File: src/rtl/irig_ctrl_pkg.sv
// constants for the time-code control-function field encoder
// Notes on behaviour
// year last two digits BCD at P50-P58
// leap pending flag high in final 59 seconds
// leap direction: 0 add, 1 remove second
// offset sign P64, binary hours P65-P68
// offset follows daylight saving, new value sent from the next P50 capture
// P70 flags extra half hour of offset
// quality code P71-P74, 1111 on failure
// P75 parity over all preceding data bits
// markers at P59, P69, P79
// unassigned positions send zero
// parity sense selectable, even by default
package irig_ctrl_pkg;
  localparam int        FIELD_W      = 30;
  localparam logic [6:0] POS_BASE    = 7'h32;
  localparam logic [6:0] POS_LAST    = 7'h4F;
  // bit positions inside the field, index 0 is frame position P50
  localparam int        F_YR_U_LSB   = 0;
  localparam int        F_YR_T_LSB   = 5;
  localparam int        F_MARK_A     = 9;
  localparam int        F_LEAP_PEND  = 10;
  localparam int        F_LEAP_DIR   = 11;
  localparam int        F_OFS_SIGN   = 14;
  localparam int        F_OFS_HR_LSB = 15;
  localparam int        F_MARK_B     = 19;
  localparam int        F_OFS_HALF   = 20;
  localparam int        F_QUAL_LSB   = 21;
  localparam int        F_PARITY     = 25;
  localparam int        F_MARK_C     = 29;
  localparam logic [29:0] MARK_MASK  = 30'h20080200;
  localparam logic [29:0] ZERO_MASK  = 30'h1C003010;
  // register byte addresses
  localparam logic [7:0] A_CTRL      = 8'h00;
  localparam logic [7:0] A_YEAR      = 8'h04;
  localparam logic [7:0] A_LEAP      = 8'h08;
  localparam logic [7:0] A_OFFSET    = 8'h0C;
  localparam logic [7:0] A_QUAL      = 8'h10;
  localparam logic [7:0] A_FIELD     = 8'h14;
  // register field positions
  localparam int        LEAP_ARM_BIT = 8;
  localparam int        LEAP_DIR_BIT = 9;
  localparam int        OFS_SIGN_BIT = 4;
  localparam int        OFS_HALF_BIT = 5;
  localparam logic [7:0] LEAP_WIN_S  = 8'h3B;
  localparam logic [3:0] QUAL_FAIL   = 4'hF;
  localparam logic [3:0] QUAL_RESET  = 4'hF;
endpackage : irig_ctrl_pkg

File: src/rtl/irig_ctrl_field_pack.sv
// packs the control-function bits and parity into one field word
`timescale 1ns/1ps
module irig_ctrl_field_pack
  import irig_ctrl_pkg::*;
(
  input  wire logic [7:0]         year_bcd,
  input  wire logic               leap_pending_flag,
  input  wire logic               leap_direction_flag,
  input  wire logic               ofs_sign,
  input  wire logic [3:0]         ofs_hours,
  input  wire logic               ofs_half,
  input  wire logic [3:0]         quality,
  input  wire logic               prior_parity,
  input  wire logic               odd_parity,
  output logic      [FIELD_W-1:0] field
);
  logic [FIELD_W-1:0] data_bits;

  always_comb begin
    data_bits = '0;
    data_bits[F_YR_U_LSB +: 4]   = year_bcd[3:0];
    data_bits[F_YR_T_LSB +: 4]   = year_bcd[7:4];
    data_bits[F_LEAP_PEND]       = leap_pending_flag;
    data_bits[F_LEAP_DIR]        = leap_direction_flag;
    data_bits[F_OFS_SIGN]        = ofs_sign;
    data_bits[F_OFS_HR_LSB +: 4] = ofs_hours;
    data_bits[F_OFS_HALF]        = ofs_half;
    data_bits[F_QUAL_LSB +: 4]   = quality;
    field                        = data_bits;
    field[F_PARITY]              = (^data_bits) ^ prior_parity ^ odd_parity;
  end
endmodule : irig_ctrl_field_pack

File: src/rtl/irig_ctrl_encoder.sv
// control-function field encoder with apb register file and per-position bit output
`timescale 1ns/1ps
module irig_ctrl_encoder
  import irig_ctrl_pkg::*;
(
  input  wire logic        sys_clk,
  input  wire logic        rstn,
  input  wire logic        psel,
  input  wire logic        penable,
  input  wire logic        pwrite,
  input  wire logic [7:0]  paddr,
  input  wire logic [31:0] pwdata,
  output logic      [31:0] prdata,
  output logic             pready,
  output logic             pslverr,
  input  wire logic        sec_tick,
  input  wire logic        clock_fail,
  input  wire logic        pos_strobe,
  input  wire logic [6:0]  pos_index,
  input  wire logic        frame_parity_in,
  output logic             field_bit,
  output logic             marker,
  output logic             bit_valid
);
  typedef struct packed {
    logic               odd;
    logic [7:0]         year;
    logic [7:0]         leap_cnt;
    logic               leap_armed;
    logic               leap_dir;
    logic [3:0]         ofs_hr;
    logic               ofs_sign;
    logic               ofs_half;
    logic [3:0]         qual;
    logic [FIELD_W-1:0] snap;
    logic [31:0]        rdata;
    logic               ready;
    logic               err;
    logic               fbit;
    logic               mark;
    logic               valid;
  } state_t;

  state_t             st_q;
  state_t             st_d;
  logic               leap_pend;
  logic [FIELD_W-1:0] new_field;
  logic               xfer;
  logic               in_field;
  logic [6:0]         rel_idx;

  assign leap_pend = st_q.leap_armed && (st_q.leap_cnt <= LEAP_WIN_S)
                     && (st_q.leap_cnt != 8'h00);
  assign xfer      = psel && penable && st_q.ready;
  assign in_field  = (pos_index >= POS_BASE) && (pos_index <= POS_LAST);
  assign rel_idx   = pos_index - POS_BASE;

  irig_ctrl_field_pack u_pack (
    .year_bcd            (st_q.year),
    .leap_pending_flag   (leap_pend),
    .leap_direction_flag (st_q.leap_dir),
    .ofs_sign            (st_q.ofs_sign),
    .ofs_hours           (st_q.ofs_hr),
    .ofs_half            (st_q.ofs_half),
    .quality             (clock_fail ? QUAL_FAIL : st_q.qual),
    .prior_parity        (frame_parity_in),
    .odd_parity          (st_q.odd),
    .field               (new_field)
  );

  ////////////////////////////////////////////////////////////////////////////
  always_comb begin
    st_d       = st_q;
    st_d.valid = 1'b0;
    // leap countdown, one step per second
    if (sec_tick && st_q.leap_armed) begin
      if (st_q.leap_cnt == 8'h00) begin
        st_d.leap_armed = 1'b0;
      end else begin
        st_d.leap_cnt = st_q.leap_cnt - 8'h01;
      end
    end
    // apb: one wait cycle, then the answer
    st_d.ready = psel && penable && !st_q.ready;
    if (psel && penable && !st_q.ready) begin
      st_d.err   = 1'b0;
      st_d.rdata = '0;
      if (paddr == A_CTRL) begin
        st_d.rdata[0] = st_q.odd;
      end else if (paddr == A_YEAR) begin
        st_d.rdata[7:0] = st_q.year;
      end else if (paddr == A_LEAP) begin
        st_d.rdata = {22'h0, st_q.leap_dir, st_q.leap_armed, st_q.leap_cnt};
      end else if (paddr == A_OFFSET) begin
        st_d.rdata = {26'h0, st_q.ofs_half, st_q.ofs_sign, st_q.ofs_hr};
      end else if (paddr == A_QUAL) begin
        st_d.rdata[3:0] = st_q.qual;
      end else if (paddr == A_FIELD) begin
        st_d.rdata[FIELD_W-1:0] = st_q.snap;
      end else begin
        st_d.err = 1'b1;
      end
    end
    if (xfer && pwrite) begin
      if (paddr == A_CTRL) begin
        st_d.odd = pwdata[0];
      end else if (paddr == A_YEAR) begin
        st_d.year = pwdata[7:0];
      end else if (paddr == A_LEAP) begin
        st_d.leap_cnt   = pwdata[7:0];
        st_d.leap_armed = pwdata[LEAP_ARM_BIT];
        st_d.leap_dir   = pwdata[LEAP_DIR_BIT];
      end else if (paddr == A_OFFSET) begin
        st_d.ofs_hr   = pwdata[3:0];
        st_d.ofs_sign = pwdata[OFS_SIGN_BIT];
        st_d.ofs_half = pwdata[OFS_HALF_BIT];
      end else if (paddr == A_QUAL) begin
        st_d.qual = pwdata[3:0];
      end
    end
    // per-position output; field is captured afresh at P50 of each frame
    if (pos_strobe && in_field) begin
      st_d.valid = 1'b1;
      if (pos_index == POS_BASE) begin
        st_d.snap = new_field;
        st_d.fbit = new_field[0];
        st_d.mark = 1'b0;
      end else begin
        st_d.fbit = st_q.snap[rel_idx[4:0]] & ~MARK_MASK[rel_idx[4:0]]
                    & ~ZERO_MASK[rel_idx[4:0]];
        st_d.mark = MARK_MASK[rel_idx[4:0]];
      end
    end
  end

  always_ff @(posedge sys_clk or negedge rstn) begin
    if (!rstn) begin
      st_q      <= '0;
      st_q.qual <= QUAL_RESET;
    end else begin
      st_q <= st_d;
    end
  end

  assign prdata    = st_q.rdata;
  assign pready    = st_q.ready;
  assign pslverr   = st_q.err;
  assign field_bit = st_q.fbit;
  assign marker    = st_q.mark;
  assign bit_valid = st_q.valid;
endmodule : irig_ctrl_encoder

File: config.mk
export PLATFORM = sky130hd
export DESIGN_NAME = irig_ctrl_encoder
export DESIGN_NICKNAME = d
export VERILOG_FILES = /design/src/rtl/irig_ctrl_pkg.sv /design/src/rtl/irig_ctrl_field_pack.sv /design/src/rtl/irig_ctrl_encoder.sv
export SDC_FILE = /design/constraint.sdc
export NUM_CORES = 1
export LEC_CHECK = 0
export BUFFER_PORTS_ARGS = -buffer_cell sky130_fd_sc_hd__buf_2
export CAP_MARGIN = 10
export CELL_PAD_IN_SITES_DETAIL_PLACEMENT = 0
export CELL_PAD_IN_SITES_GLOBAL_PLACEMENT = 1
export CORE_MARGIN = 3
export CORE_UTILIZATION = 38
export CTS_CLUSTER_DIAMETER = 200
export DETAILED_ROUTE_END_ITERATION = 10
export GPL_ROUTABILITY_DRIVEN = 1
export PLACE_DENSITY = 0.89
export SYNTH_ARGS = -nofsm -noshare
export SYNTH_HDL_FRONTEND = slang
export SYNTH_SLANG_ARGS = --single-unit
File: constraint.sdc
create_clock -name sys_clk -period 1.59 [get_ports sys_clk]
set_clock_uncertainty 0.05 [all_clocks]
set_input_delay 0.318 -clock sys_clk [delete_from_list [all_inputs] [get_ports sys_clk]]
set_output_delay 0.318 -clock sys_clk [all_outputs]
set_load 0.02 [all_outputs]
==> results by group <==
Run status
  – Outcome: finished with violations
  – Failing checks: negative setup slack

Hold path
  – Hold Crit Class: input port to flop

Yosys
  – Register bit total from synthesis: approximately 80
  – Number of distinct library cells after synthesis: between 40 and 50
  – Top_reg_cell synth: dfrtp_1
  – Avg Cell Area, Syn: ~9.8 um2
  – Synth Cell Area: around 0.0042 mm2
  – Top cells by count, synth: dfrtp_1, nand2_1, buf_4
  – Synth top area cells: dfrtp_1, mux2_2, nand2_1, buf_4, xnor2_1
  – Post-Syn Instances: 430
  – Async S/R FF share, synth: 100%
  – Number of synthesized flops with an enable pin: 0
  – Count leader, synth: dfrtp_1
  – Top-area cell type share of the netlist area: ~44%
  – Yosys warning count: 0
  – Yosys top cell by area: dfrtp_1
  – Sequential area share after synthesis: 46.2%

STA
  – Part of the cycle the worst path needs: 121%
  – Fmax achieved: 520 MHz
  – Final min period: 1.92 ns
  – Final setup margin: -0.332 ns
  – # setup viols final: 36
  – Hold Fails Final Rpt: 0
  – Fin. max-slew vios: 0
  – RSZ-0062 raised after global routing: yes

Floorplan
  – Row cnt: 37
  – I/O Pins: 93
  – Core area: 0.0106 mm2
  – Die Height: roughly 110 um
  – Die width: 112 um
  – Starting Density: 40.1%
  – Die ar.: between 0.01 and 0.015 mm2

Global route
  – Total grt overflow: 0
  – Global-route wire length before repair: about 18000 um
  – Largest net degree at the start of global routing: 37
  – Gr usage total: about 18%
  – Antenna violations before repair: 0
  – Number of global-route vias before repair: around 3500

Setup path
  – Startpoint types: input port
  – Worst path max stage delay: 0.52 ns
  – Critical-path maximum fanout: 5
  – CP most frequent cell: buf_6
  – Worst EP required: 1.78 ns
  – Crit path kind: input port to flop
  – Slowest cell on the critical path: or4_4
  – Setup crit end kind: flop
  – Crit path DAT: about 2.1 ns
  – Critical path cell sequence: buf_6 > or4_4 > or3_4 > buf_6 > nor3b_4 > nand2_4 > mux2_4

Placed design
  – Placed cell area: between 0.005 and 0.006 mm2
  – GP Congestion: 0.885
  – Dpl hpwl: roughly 8500 um
  – PortBufs: between 60 and 70
  – Cells after DPL: between 600 and 700

Clock network
  – TritonCTS clock tree: done
  – Clk slew on worst S/H paths: about 0.08 ns
  – Worst-Skew Late Latency: ~0.35 ns
  – # H-tree levels: 3
  – CTS Buffer Depth: 2
  – CTS Buf Count: 9
  – Clock Sink Count: between 70 and 80
  – Clock root buffer: clkbuf_8

Route
  – Vias per cell: roughly 5.1
  – 1st-pass router iterations: 5
  – Drt wl/cell: between 15 and 20 um
  – Final WL: roughly 11000 um
  – Antenna Nets Post-Route: 0
  – Starting DRC count in detailed routing: 158
  – DR vias: 3436
  – Drt drc: 0

Final layout
  – Fraction of layout cells with a size suffix above 1: roughly two fifths
  – Nets@finish: 599
  – Post-Layout Cell Count: a little under 700
  – Antenna fix cells: 0
  – Area Overhead vs Synth: 29.2%
  – Final Cell Area: approximately 0.0055 mm2

Pwr
  – Pleak: 0.00275 uW
  – Total power: ~4100 uW
  – PwrDens: between 700 and 800 mW/mm2
  – Maximum vdd drop: 331 uV

Job
  – Max-cap violations: 0
worst paths after layout:
kind | startpoint | endpoint | slack [ns] | cells past startpoint
min reg2reg | prdata[16]$_DFFE_PN0P_ | prdata[16]$_DFFE_PN0P_ | 0.42 | 2
max | paddr[1] | st_q[90]$_DFFE_PN0P_ | -0.33 | 7
min | pwdata[9] | st_q[77]$_DFFE_PN0P_ | 0.14 | 2
max reg2reg | st_q[71]$_DFFE_PN0P_ | st_q[62]$_DFFE_PN0P_ | -0.11 | 6
max in group asynchronous | rstn | st_q[72]$_DFFE_PN0P_ | 0.56 | 3
min in group asynchronous | rstn | st_q[52]$_DFFE_PN0P_ | 0.38 | 2
layer usage:
metal	up-vias	track usage, %	wire [um]	share of wire [%]
li1	1663	-	-	-
met1	1679	22.5	4580	42
met2	85	30.2	5480	51
met3	9	3.91	647	6.0
met4	0	5.03	115	1.1
met5	-	0	0	0
worst max-delay path: cells and delay by family:
family	cells	cell delay, ns
simple gates	4	1.26
buf+inv	2	0.23
mux	1	0.31
power breakdown:
part	internal, uW	leakage, uW	total (uW)	switching (uW)
clock	811	0.0000996	1520	713
sequential	2020	0.00106	2050	26.2
combinational	225	0.00159	513	288
repair_timing:
action | in CTS | in global routing
hold buffers | 1 | 0
setup buffers | 1 | 2
hold endpoints to repair | 23 | 0
setup endpoints to repair | 50 | 47
cloned | 0 | 0
resized for setup | 22 | 25
pin swaps | 13 | 23
final cells by class:
class | count | area, um2
Clock inverter | 3 | 42.5
Clock buffer | 13 | 159
Fill cell | 941 | 5080
Timing Repair Buffer | 140 | 1010
Inverter | 15 | 60.1
Sequential cell | 78 | 1960
Tap cell | 136 | 170
Multi-Input combinational cell | 295 | 2070
logic make-up after synthesis:
group                    after synthesis  synth area share [%]
AND/OR/NAND/NOR                      147                  16.0
flip-flops                            78                  46.2
buffers and inverters                 65                  9.04
AO/OA/AOI/OAI                         63                  8.99
multiplexers                          44                  12.4
XOR/XNOR                              28                  6.12
adder cells (fa/ha/maj)                4                  1.18
other                                  1                0.0886
metrics by stage:
step | hold WS [ns] | setup TNS [ns] | setup WS, ns | utilization, %
after CTS | 0.128 | -6.83 | -0.273 | 51.0
after global routing | 0.144 | -10.38 | -0.368 | 51.8
after floorplan | -0.0276 | -24.43 | -0.680 | -
after detailed placement | 0.233 | -35.04 | -0.736 | 48.3
after global placement | 0.221 | -33.71 | -0.704 | 48.3
final | 0.145 | -7.86 | -0.332 | 51.8
placed cells by master, fill, tap and decap left out, types with 3 or more instances in the layout:
cell,instances
nor2_1,25
nand2_1,64
xnor2_1,19
buf_2,58
o21ai_2,3
inv_1,12
ha_1,3
o21ai_0,9
o21ai_1,10
xor2_1,4
nand4_1,3
a21oi_1,12
mux4_2,3
nand2_2,4
mux2_2,29
buf_6,5
dfstp_2,4
clkbuf_8,11
nor3_1,7
a31oi_1,4
buf_4,69
mux2i_1,10
conb_1,9
buf_12,7
o22ai_1,8
nand3_1,20
xnor2_2,3
dfrtp_1,74
sequential cells by signal, summed over array words and instances (netlist names):
name	flops
bit_valid	1
pready	1
pslverr	1
field_bit	1
prdata	23
st_q	50
marker	1
Note: power is estimated with default switching activity, not from simulation.
